[src/logic/kcs_pkg.sv]
// Constants, field layouts and carrier types for the keypad command source controller.
// Assumes a single 100 MHz clock and an APB register port with 8-bit byte addresses.
`default_nettype none

package kcs_pkg;

  // ***********************************************
  // Timing
  // ***********************************************
  localparam longint unsigned CLK_HZ = 100_000_000;
  localparam longint unsigned FREQ_SAVE_TIME_S = 5;
  localparam longint unsigned FREQ_SAVE_CYCLES = FREQ_SAVE_TIME_S * CLK_HZ;
  localparam longint unsigned HOUR_TIME_S = 3600;
  localparam longint unsigned HOUR_CYCLES = HOUR_TIME_S * CLK_HZ;

  // ***********************************************
  // Register offsets
  // ***********************************************
  localparam logic [7:0] REG_CTRL = 8'h00;
  localparam logic [7:0] REG_CAP = 8'h04;
  localparam logic [7:0] REG_OPTIME = 8'h08;
  localparam logic [7:0] REG_FANTIME = 8'h0C;
  localparam logic [7:0] REG_FAULTCLR = 8'h10;
  localparam logic [7:0] REG_FAULTREC = 8'h14;
  localparam logic [7:0] REG_INIT = 8'h18;
  localparam logic [7:0] REG_STATUS = 8'h1C;
  localparam logic [7:0] REG_FREQ = 8'h20;
  localparam logic [7:0] REG_SAVED = 8'h24;

  // ***********************************************
  // Field positions and reset values
  // ***********************************************
  localparam int CTRL_W = 10;
  localparam int CTRL_SW_EN = 0;
  localparam int CTRL_RUN_AFTER = 1;
  localparam int CTRL_STOP_OVR = 2;
  localparam int CTRL_ENTER_SEL = 3;
  localparam int CTRL_PWRUP_DIR = 4;
  localparam int CTRL_OPTIME_MODE = 5;
  localparam int CTRL_SRC1_LSB = 6;
  localparam int CTRL_SRC2_LSB = 8;
  localparam logic [CTRL_W-1:0] CTRL_RESET = 10'h005;
  localparam int CLR_ARM_BIT = 0;
  localparam int INIT_BIT = 0;
  localparam logic [1:0] SRC_KEYPAD = 2'h0;

  localparam int CAP_W = 6;
  localparam logic [CAP_W-1:0] CAP_200V_MAX = 6'h0E;
  localparam logic [CAP_W-1:0] CAP_400V_MIN = 6'h20;
  localparam logic [CAP_W-1:0] CAP_400V_MAX = 6'h2E;

  localparam int HOURS_W = 16;
  localparam logic [HOURS_W-1:0] HOURS_PER_UNIT = 16'h000A;
  localparam logic [HOURS_W-1:0] PRESET_MAX = 16'h0258;
  localparam logic [HOURS_W-1:0] HOURS_MAX = 16'hFFFF;

  localparam int FREQ_W = 16;
  localparam logic [FREQ_W-1:0] FREQ_MAX = 16'hFFFF;
  localparam logic [FREQ_W-1:0] FREQ_STEP = 16'h0001;

  localparam int FAULT_DEPTH = 4;
  localparam int FAULT_W = 8;

  // ***********************************************
  // Carriers
  // ***********************************************
  typedef struct packed {
    logic localRemote;
    logic stop;
    logic run;
    logic up;
    logic down;
    logic enter;
  } kcs_keys_t;

  typedef struct packed {
    logic [1:0] runSourceSelectSecondary;
    logic [1:0] runSourceSelectPrimary;
    logic operationTimeMode;
    logic powerupDirectionSelect;
    logic enterRequiredSelect;
    logic stopKeyOverride;
    logic runAfterSwitchSelect;
    logic sourceSwitchEnable;
  } kcs_cfg_t;

endpackage : kcs_pkg

`default_nettype wire

[src/logic/kcs_ctrl.sv]
// Keypad command source controller: local/remote switching, stop override,
// keypad frequency entry, power-up direction, hour counters and fault history.
// Assumes keys arrive as one-cycle synchronous pulses and remote inputs are synchronous.
//
// Summary of operation
// - Switch enable 0 ignores the local/remote key entirely.
// - Switch enable 1 toggles source only while no run command is output.
// - Local/remote lamp lights exactly while local mode is selected.
// - Run-after-switch 1 starts at once on an already active remote run.
// - Run-after-switch 0 holds the drive stopped until a fresh remote run.
// - Stop override 1 lets the stop key stop a remotely commanded drive.
// - After a stop key stop, run must be removed and reapplied.
// - Capacity code preset from strap; accepts codes 0-14 and 32-46.
// - Enter-required 0 applies edited frequency only on the enter key.
// - Enter-required 1 applies up/down at once, saves 5 s later.
// - First keypad run after power-up uses the power-up direction setting.
// - Power-up direction applies only locally with a keypad run source.
// - Operation time preset loads the hour counter with value times ten, value capped at 600.
// - Operation counter counts always in mode 0, during output in mode 1.
// - Fan time preset loads the fan hour counter in tens of hours, capped at 600 tens.
// - Fault clear armed by 1 then enter zeroes all fault records.
// - Parameter initialise restores settings but keeps fault records.
`timescale 1ns/1ps
`default_nettype none

module kcs_ctrl #(
  parameter logic [31:0] SAVE_CYCLES = 32'(kcs_pkg::FREQ_SAVE_CYCLES),
  parameter logic [39:0] HOUR_CYCLES = 40'(kcs_pkg::HOUR_CYCLES)
) (
  // Clock and reset
  input wire logic mclk,
  input wire logic arst_n,
  // APB slave
  input wire logic psel,
  input wire logic penable,
  input wire logic pwrite,
  input wire logic [7:0] paddr,
  input wire logic [31:0] pwdata,
  output logic [31:0] prdata,
  output logic pready,
  output logic pslverr,
  // Keypad
  input wire kcs_pkg::kcs_keys_t keys,
  output logic localLamp,
  // Remote command source
  input wire logic remoteRun,
  input wire logic remoteReverse,
  input wire logic [kcs_pkg::FREQ_W-1:0] remoteFreq,
  // Drive status
  input wire logic [kcs_pkg::CAP_W-1:0] capacityStrap,
  input wire logic outputVoltageActive,
  input wire logic fanRunning,
  input wire logic faultEvent,
  input wire logic [kcs_pkg::FAULT_W-1:0] faultCode,
  // Drive commands
  output logic runCmd,
  output logic reverseCmd,
  output logic [kcs_pkg::FREQ_W-1:0] freqCmd,
  output logic freqSaveStrobe,
  output logic [kcs_pkg::FREQ_W-1:0] savedFreq
);

  // ***********************************************
  // State
  // ***********************************************
  kcs_pkg::kcs_cfg_t cfg_q;
  logic [kcs_pkg::CAP_W-1:0] cap_q;
  logic capLoaded_q;
  logic local_q;
  logic localRun_q;
  logic remoteBlock_q;
  logic firstRunDone_q;
  logic localRev_q;
  logic [kcs_pkg::FREQ_W-1:0] editFreq_q;
  logic [kcs_pkg::FREQ_W-1:0] activeFreq_q;
  logic [31:0] saveCnt_q;
  logic savePending_q;
  logic clearArmed_q;
  logic [kcs_pkg::FAULT_W-1:0] faultRec_q [kcs_pkg::FAULT_DEPTH];
  logic [kcs_pkg::FAULT_DEPTH*kcs_pkg::FAULT_W-1:0] faultFlat;
  logic [kcs_pkg::HOURS_W-1:0] opHours;
  logic [kcs_pkg::HOURS_W-1:0] fanHours;
  logic hourTick;

  // ***********************************************
  // APB decode
  // ***********************************************
  wire apbWr = psel & penable & pwrite;
  wire apbSetup = psel & ~penable;
  wire hitCtrl = (paddr == kcs_pkg::REG_CTRL);
  wire hitCap = (paddr == kcs_pkg::REG_CAP);
  wire hitOp = (paddr == kcs_pkg::REG_OPTIME);
  wire hitFan = (paddr == kcs_pkg::REG_FANTIME);
  wire hitClr = (paddr == kcs_pkg::REG_FAULTCLR);
  wire hitRec = (paddr == kcs_pkg::REG_FAULTREC);
  wire hitInit = (paddr == kcs_pkg::REG_INIT);
  wire hitStat = (paddr == kcs_pkg::REG_STATUS);
  wire hitFreq = (paddr == kcs_pkg::REG_FREQ);
  wire hitSaved = (paddr == kcs_pkg::REG_SAVED);
  wire mapped = hitCtrl | hitCap | hitOp | hitFan | hitClr | hitRec | hitInit | hitStat
    | hitFreq | hitSaved;
  wire wrCtrl = apbWr & hitCtrl;
  wire wrCap = apbWr & hitCap;
  wire wrOp = apbWr & hitOp;
  wire wrFan = apbWr & hitFan;
  wire wrClr = apbWr & hitClr;
  wire wrInit = apbWr & hitInit & pwdata[kcs_pkg::INIT_BIT];

  assign pready = 1'b1;
  assign pslverr = psel & penable & ~mapped;

  // ***********************************************
  // Settings and capacity code
  // ***********************************************
  wire [kcs_pkg::CAP_W-1:0] capWr = pwdata[kcs_pkg::CAP_W-1:0];
  wire capLegal = (capWr <= kcs_pkg::CAP_200V_MAX)
    | ((capWr >= kcs_pkg::CAP_400V_MIN) & (capWr <= kcs_pkg::CAP_400V_MAX));

  always_ff @(posedge mclk or negedge arst_n)
  begin
    if (!arst_n)
      cfg_q <= kcs_pkg::CTRL_RESET;
    else if (wrInit)
      cfg_q <= kcs_pkg::CTRL_RESET;
    else if (wrCtrl)
      cfg_q <= pwdata[kcs_pkg::CTRL_W-1:0];
  end

  // Strap caught on the first edge after reset release
  always_ff @(posedge mclk or negedge arst_n)
  begin
    if (!arst_n)
    begin
      cap_q <= '0;
      capLoaded_q <= 1'b0;
    end
    else if (!capLoaded_q)
    begin
      cap_q <= capacityStrap;
      capLoaded_q <= 1'b1;
    end
    else if (wrCap && capLegal)
      cap_q <= capWr;
  end

  // ***********************************************
  // Command source and run control
  // ***********************************************
  wire runSel = local_q ? localRun_q : (remoteRun & ~remoteBlock_q);
  // A run about to be issued counts as running, so no toggle slips in
  wire toggleOk = keys.localRemote & cfg_q.sourceSwitchEnable & ~runCmd & ~runSel;
  wire stopKill = keys.stop & (local_q | cfg_q.stopKeyOverride);
  wire toRemoteHold = toggleOk & local_q & ~cfg_q.runAfterSwitchSelect;
  wire keypadSrc = (cfg_q.runSourceSelectPrimary == kcs_pkg::SRC_KEYPAD)
    | (cfg_q.runSourceSelectSecondary == kcs_pkg::SRC_KEYPAD);
  wire localRunKey = keys.run & local_q & ~keys.stop;
  wire powerupApplies = localRunKey & ~firstRunDone_q & keypadSrc;

  always_ff @(posedge mclk or negedge arst_n)
  begin
    if (!arst_n)
      local_q <= 1'b0;
    else if (toggleOk)
      local_q <= ~local_q;
  end

  // A remote run stays blocked until it is seen removed or local mode is selected; the set wins
  always_ff @(posedge mclk or negedge arst_n)
  begin
    if (!arst_n)
      remoteBlock_q <= 1'b0;
    else if (toRemoteHold || (stopKill && !local_q))
      remoteBlock_q <= 1'b1;
    else if (!remoteRun || local_q)
      remoteBlock_q <= 1'b0;
  end

  always_ff @(posedge mclk or negedge arst_n)
  begin
    if (!arst_n)
      localRun_q <= 1'b0;
    else if (stopKill || toggleOk)
      localRun_q <= 1'b0;
    else if (localRunKey)
      localRun_q <= 1'b1;
  end

  always_ff @(posedge mclk or negedge arst_n)
  begin
    if (!arst_n)
    begin
      firstRunDone_q <= 1'b0;
      localRev_q <= 1'b0;
    end
    else if (localRunKey)
    begin
      firstRunDone_q <= 1'b1;
      if (powerupApplies)
        localRev_q <= cfg_q.powerupDirectionSelect;
    end
  end

  always_ff @(posedge mclk or negedge arst_n)
  begin
    if (!arst_n)
    begin
      runCmd <= 1'b0;
      reverseCmd <= 1'b0;
    end
    else
    begin
      runCmd <= runSel & ~stopKill;
      reverseCmd <= local_q ? localRev_q : remoteReverse;
    end
  end

  assign localLamp = local_q;

  // ***********************************************
  // Frequency entry
  // ***********************************************
  wire stepUp = local_q & keys.up & (editFreq_q != kcs_pkg::FREQ_MAX);
  wire stepDn = local_q & keys.down & ~keys.up & (editFreq_q != '0);
  wire stepAny = stepUp | stepDn;
  wire [kcs_pkg::FREQ_W-1:0] editNext = stepUp ? editFreq_q + kcs_pkg::FREQ_STEP
    : stepDn ? editFreq_q - kcs_pkg::FREQ_STEP : editFreq_q;
  wire immediate = cfg_q.enterRequiredSelect;
  wire saveDone = savePending_q & (saveCnt_q == '0);

  always_ff @(posedge mclk or negedge arst_n)
  begin
    if (!arst_n)
      editFreq_q <= '0;
    else
      editFreq_q <= editNext;
  end

  always_ff @(posedge mclk or negedge arst_n)
  begin
    if (!arst_n)
      activeFreq_q <= '0;
    else if (immediate)
      activeFreq_q <= editNext;
    else if (local_q && keys.enter)
      activeFreq_q <= editFreq_q;
  end

  // Each new step restarts the save delay
  always_ff @(posedge mclk or negedge arst_n)
  begin
    if (!arst_n)
    begin
      saveCnt_q <= '0;
      savePending_q <= 1'b0;
    end
    else if (immediate && stepAny)
    begin
      saveCnt_q <= SAVE_CYCLES - 32'h0000_0001;
      savePending_q <= 1'b1;
    end
    else if (saveDone)
      savePending_q <= 1'b0;
    else if (savePending_q)
      saveCnt_q <= saveCnt_q - 32'h0000_0001;
  end

  always_ff @(posedge mclk or negedge arst_n)
  begin
    if (!arst_n)
    begin
      freqSaveStrobe <= 1'b0;
      savedFreq <= '0;
      freqCmd <= '0;
    end
    else
    begin
      freqSaveStrobe <= saveDone;
      if (saveDone)
        savedFreq <= activeFreq_q;
      freqCmd <= local_q ? activeFreq_q : remoteFreq;
    end
  end

  // ***********************************************
  // Fault history
  // ***********************************************
  wire faultClear = keys.enter & clearArmed_q;

  always_ff @(posedge mclk or negedge arst_n)
  begin
    if (!arst_n)
      clearArmed_q <= 1'b0;
    else if (wrClr)
      clearArmed_q <= pwdata[kcs_pkg::CLR_ARM_BIT];
    else if (faultClear)
      clearArmed_q <= 1'b0;
  end

  // Newest record in entry 0; an event in the clearing cycle is kept
  for (genvar i = 0; i < kcs_pkg::FAULT_DEPTH; i++)
  begin : g_fault
    wire [kcs_pkg::FAULT_W-1:0] shiftIn;
    if (i == 0)
    begin : g_head
      assign shiftIn = faultCode;
    end
    else
    begin : g_tail
      assign shiftIn = faultClear ? '0 : faultRec_q[i-1];
    end
    always_ff @(posedge mclk or negedge arst_n)
    begin
      if (!arst_n)
        faultRec_q[i] <= '0;
      else if (faultEvent)
        faultRec_q[i] <= shiftIn;
      else if (faultClear)
        faultRec_q[i] <= '0;
    end
    assign faultFlat[i*kcs_pkg::FAULT_W +: kcs_pkg::FAULT_W] = faultRec_q[i];
  end

  // ***********************************************
  // Hour counters
  // ***********************************************
  wire [kcs_pkg::HOURS_W-1:0] presetIn = pwdata[kcs_pkg::HOURS_W-1:0];
  wire [kcs_pkg::HOURS_W-1:0] presetClip =
    (presetIn > kcs_pkg::PRESET_MAX) ? kcs_pkg::PRESET_MAX : presetIn;
  wire [kcs_pkg::HOURS_W-1:0] presetHours = 16'(presetClip * kcs_pkg::HOURS_PER_UNIT);
  wire opEnable = cfg_q.operationTimeMode ? outputVoltageActive : 1'b1;

  kcs_tick_div #(.DIV(HOUR_CYCLES)) u_hourDiv (
    .mclk(mclk),
    .arst_n(arst_n),
    .tick(hourTick)
  );

  kcs_hour_counter u_opHours (
    .mclk(mclk),
    .arst_n(arst_n),
    .tick(hourTick),
    .enable(opEnable),
    .load(wrOp),
    .loadValue(presetHours),
    .hours(opHours)
  );

  kcs_hour_counter u_fanHours (
    .mclk(mclk),
    .arst_n(arst_n),
    .tick(hourTick),
    .enable(fanRunning),
    .load(wrFan),
    .loadValue(presetHours),
    .hours(fanHours)
  );

  // ***********************************************
  // Read data, captured in the setup phase
  // ***********************************************
  wire [31:0] statusWord = {26'h000_0000, remoteBlock_q, firstRunDone_q, savePending_q,
    reverseCmd, runCmd, local_q};
  wire [31:0] rdMux =
      hitCtrl ? {{(32-kcs_pkg::CTRL_W){1'b0}}, cfg_q}
    : hitCap ? {{(32-kcs_pkg::CAP_W){1'b0}}, cap_q}
    : hitOp ? {16'h0000, opHours}
    : hitFan ? {16'h0000, fanHours}
    : hitClr ? {31'h0000_0000, clearArmed_q}
    : hitRec ? faultFlat
    : hitStat ? statusWord
    : hitFreq ? {editFreq_q, activeFreq_q}
    : hitSaved ? {16'h0000, savedFreq}
    : 32'h0000_0000;

  always_ff @(posedge mclk or negedge arst_n)
  begin
    if (!arst_n)
      prdata <= '0;
    else if (apbSetup && !pwrite)
      prdata <= rdMux;
  end
endmodule : kcs_ctrl

`default_nettype wire

[src/logic/kcs_hour_counter.sv]
// Saturating hour counter with a synchronous preset load.
// Assumes tick is a one-cycle pulse once per hour.
`timescale 1ns/1ps
`default_nettype none

module kcs_hour_counter (
  // Clock and reset
  input wire logic mclk,
  input wire logic arst_n,
  // Control
  input wire logic tick,
  input wire logic enable,
  input wire logic load,
  input wire logic [kcs_pkg::HOURS_W-1:0] loadValue,
  // Count
  output logic [kcs_pkg::HOURS_W-1:0] hours
);

  wire atMax = (hours == kcs_pkg::HOURS_MAX);

  // Load wins over a tick in the same cycle; no wrap at the top
  always_ff @(posedge mclk or negedge arst_n)
  begin
    if (!arst_n)
      hours <= '0;
    else if (load)
      hours <= loadValue;
    else if (tick && enable && !atMax)
      hours <= hours + 16'h0001;
  end

endmodule : kcs_hour_counter

`default_nettype wire

[src/logic/kcs_tick_div.sv]
// Divides the system clock into a one-cycle enable pulse every DIV cycles.
// Assumes DIV is at least one.
`timescale 1ns/1ps
`default_nettype none

module kcs_tick_div #(
  parameter logic [39:0] DIV = 40'h00_0000_0001
) (
  // Clock and reset
  input wire logic mclk,
  input wire logic arst_n,
  // Pulse out
  output logic tick
);

  logic [39:0] cnt_q;
  wire atEnd = (cnt_q == (DIV - 40'h00_0000_0001));

  always_ff @(posedge mclk or negedge arst_n)
  begin
    if (!arst_n)
    begin
      cnt_q <= '0;
      tick <= 1'b0;
    end
    else
    begin
      cnt_q <= atEnd ? '0 : cnt_q + 40'h00_0000_0001;
      tick <= atEnd;
    end
  end

endmodule : kcs_tick_div

`default_nettype wire
[config.mk]
export PLATFORM = sky130hd
export DESIGN_NAME = kcs_ctrl
export DESIGN_NICKNAME = d
export VERILOG_FILES = /design/src/logic/kcs_pkg.sv /design/src/logic/kcs_ctrl.sv /design/src/logic/kcs_hour_counter.sv /design/src/logic/kcs_tick_div.sv
export SDC_FILE = /design/constraint.sdc
export NUM_CORES = 1
export LEC_CHECK = 0
export ABC_AREA = 1
export BUFFER_PORTS_ARGS = -buffer_cell sky130_fd_sc_hd__buf_2
export CORE_MARGIN = 2
export CORE_UTILIZATION = 43
export DETAILED_ROUTE_END_ITERATION = 10
export GPL_TIMING_DRIVEN = 1
export SYNTH_ARGS = -nofsm -noshare
export SYNTH_HDL_FRONTEND = slang
export SYNTH_SLANG_ARGS = --single-unit
[constraint.sdc]
create_clock -name mclk -period 4.46 [get_ports mclk]
set_clock_uncertainty 0.1 [all_clocks]
set_input_delay 0.669 -clock mclk [delete_from_list [all_inputs] [get_ports mclk]]
set_output_delay 0.669 -clock mclk [all_outputs]
set_load 0.01 [all_outputs]
==> reports/results.txt <==
pin count of the biggest net entering global routing - 101
overall power - 6.79 mW
classification of the worst setup path - primary input to register
number of diodes - 0
Seq/Total Area, Yosys - 41.2%
register area - 0.00651 mm²
Worst-path clk slew - 0.06 ns
Crit path required time - 4.83 ns
die area - 0.0383 mm²
first-pass GRT wire length - 78,200 µm
CTS max path bufs - 3
H-tree depth - 1
number of vias per cell - 5.19
final hold vios - 0
post-synth top area cell - dfrtp_1
CP Launch Type - primary input
DR DRC count - 0
Syn Area/Cell - 7.16 µm²
Slew Limit Fails - 0
Fmax - 312 MHz
Tightest Pin Transition - 1.19 ns
Port Buffer Count - 138
die width - 196 µm
Critical Path Sink Type - register
Starting Density - 43.4%
TritonCTS Buffers - 30
ranking of synthesized cells by area - dfrtp_1, nand2_1, inv_1
HPWL Detailed - 36,500 µm
post-synthesis register bit count - 260
post-cts resize count - 0
Post-synth EDFFs - 0
Worst VDD drop - 0.311 mV
Via Count - 14,700
IO Count - 156
Yosys cell types - 53
Total Wirelength - 48,400 µm
P_leak - 9.05 nW
asr flop ratio synth - 100%
WL/cell - 17.1 µm
endpoints failing setup - 0
unrepaired setup endpoints after global routing - no
layout cells sized above 1 - 11.7%
top cells by count, synth - nand2_1, dfrtp_1, inv_1, nor2_1, nand3_1
status - complete, no violations
FILL cells - 3,707
GRT Total Usage - 25.6%
starting DRC count in detailed routing - 1,076
clock sinks - 260
Yosys top cell area share - 40.9%
CTS root buf - clkbuf_16
Row Count - 70
max-cap violations - 0
most frequent cell after synthesis - nand2_1
# nets final - 2,450
Tcrit/Tclk final - 71.9%
cell count after synthesis - 2,205
Syn. warnings - 0
vias in the first global route - 14,400
Tightest Hold Check Type - primary input to asynchronous set/reset pin
DIE HEIGHT - 196 µm
area of the core - 0.0364 mm²
Mapped Area - 0.0158 mm²
final critical-path required period - 3.21 ns
worst-path fanout max - 8
Skew-Pair Late Insertion Delay - 0.58 ns
buffers inserted by post-CTS timing repair - 0
initial antenna violation count - 3
setup TNS - 0 ns
grt total ovfl - 0
PwrDens - 380 mW/mm²
Syn-to-layout area delta - 13.0%
drt first pass iters - 5
CP arrival - 3.58 ns
cts-stage hold buffer count - 0
top_reg_cell synth - dfrtp_1
CTS tree - built
GPL Wtd Cong - 0.926
Slew HR - 20.9%
Multi-input gate area - 0.00796 mm²
Final ANT Viol Nets - 0
sequential cells by signal (all words and copies together) (netlist names), 6 cells and up:
name,count
u_hourDiv.cnt_q,40
faultFlat,32
prdata,32
saveCnt_q,32
activeFreq_q,16
editFreq_q,16
freqCmd,16
savedFreq,16
u_fanHours.hours,16
u_opHours.hours,16
cfg_q,9
cap_q,6
cells by family (layout without fill, tap and decap cells):
family	after synthesis	after routing	synth area share, %
simple gates	1255	1255	34.4
other cells	2	8	0.0475
fa+ha+maj	26	26	2.11
buf+inv	327	478	8.53
xor+xnor	81	81	4.49
flops	260	260	41.2
mux	7	7	0.444
compound gates	247	247	8.78
final timing paths:
| check | start | end | slack, ns | cells after the start |
|---|---|---|---|---|
| worst min register to register | prdata[23]$_DFFE_PN0P_ | prdata[23]$_DFFE_PN0P_ | 0.37 | 2 |
| worst min-delay path | arst_n | freqCmd[12]$_DFF_PN0_ | 0.04 | 1 |
| max in group asynchronous | arst_n | cfg_q[2]$_DFFE_PN1P_ | 3.16 | 2 |
| worst max register to register | editFreq_q[0]$_DFF_PN0_ | saveCnt_q[15]$_DFFE_PN0P_ | 1.65 | 10 |
| min in group mclk | remoteReverse | reverseCmd$_DFF_PN0_ | 0.19 | 3 |
| worst max-delay path | pwdata[13] | u_fanHours.hours[10]$_DFFE_PN0P_ | 1.25 | 20 |
cell usage in the layout, fill, tap and decap left out, types with 5 or more instances in the layout:
| cell type | Yosys | layout |
|---|---|---|
| nand2_1 | 666 | 666 |
| dfrtp_1 | 258 | 258 |
| inv_1 | 257 | 257 |
| nor2_1 | 248 | 248 |
| nand3_1 | 176 | 176 |
| buf_2 | 20 | 137 |
| o21ai_0 | 112 | 112 |
| xor2_1 | 62 | 62 |
| a21oi_1 | 53 | 53 |
| nor3_1 | 49 | 49 |
| nand4_1 | 39 | 39 |
| o22ai_1 | 36 | 36 |
| clkbuf_16 | 0 | 30 |
| ha_1 | 25 | 25 |
| xnor2_1 | 19 | 19 |
| or2_2 | 13 | 13 |
| nor2_2 | 12 | 12 |
| nand2_2 | 12 | 12 |
| o211ai_1 | 12 | 12 |
| clkbuf_1 | 21 | 11 |
| buf_4 | 5 | 11 |
| inv_2 | 10 | 10 |
| o21ai_1 | 10 | 10 |
| o21ai_2 | 8 | 8 |
| nand3b_1 | 8 | 8 |
| conb_1 | 2 | 8 |
| mux2i_1 | 7 | 7 |
| clkinv_2 | 0 | 7 |
| o21bai_1 | 6 | 6 |
| nand2_4 | 5 | 5 |
where the power goes:
| group | internal, mW | switching, mW |
|---|---|---|
| Sequential | 2.64 | 0.256 |
| Combinational | 0.434 | 1.01 |
| Clock | 1.43 | 1.02 |
| Total | 4.50 | 2.29 |
through the flow:
stage	area (µm²)	hold WS [ns]	instances	setup slack, ns	utilization, %
after floorplan	15800	0.273	2211	1.15	-
final	17900	0.0449	2830	1.25	49.0
after global routing	17900	0.116	2830	0.912	49.0
after detailed placement	16900	0.362	2774	0.656	46.4
after global placement	16900	0.361	2774	0.699	46.4
after CTS	17900	0.0829	2830	1.26	49.0
layer usage:
metal	GRT usage [%]	vias to the layer above	wire length [µm]
met1	36.2	6876	22700
met2	40.4	412	21200
li1	-	7315	-
met4	8.47	2	1670
met5	0	-	13
met3	4.09	87	2850
cell type report:
cell class | instances | share of cell area [%]
clock buffer | 45 | 4.74
multi-input combinational | 1624 | 44.6
inverter | 272 | 5.76
sequential | 260 | 36.4
tap | 468 | 3.28
clock inverter | 11 | 0.673
timing repair buffer | 150 | 4.50
worst max-delay path, cell delays in order:
cell	delay, ns
buf_2	0.09
nor2_1	0.09
nand3_1	0.14
or2_2	0.36
nand2_1	0.21
inv_1	0.09
nor2_1	0.15
ha_1	0.17
ha_1	0.20
inv_1	0.08
fa_1	0.40
inv_1	0.09
nand3_1	0.07
nand2_1	0.12
a21oi_1	0.09
or2_2	0.29
nand3_1	0.07
nand2_1	0.06
nand2_1	0.06
nand2_1	0.05
Note: power is estimated with default switching activity, not from simulation.
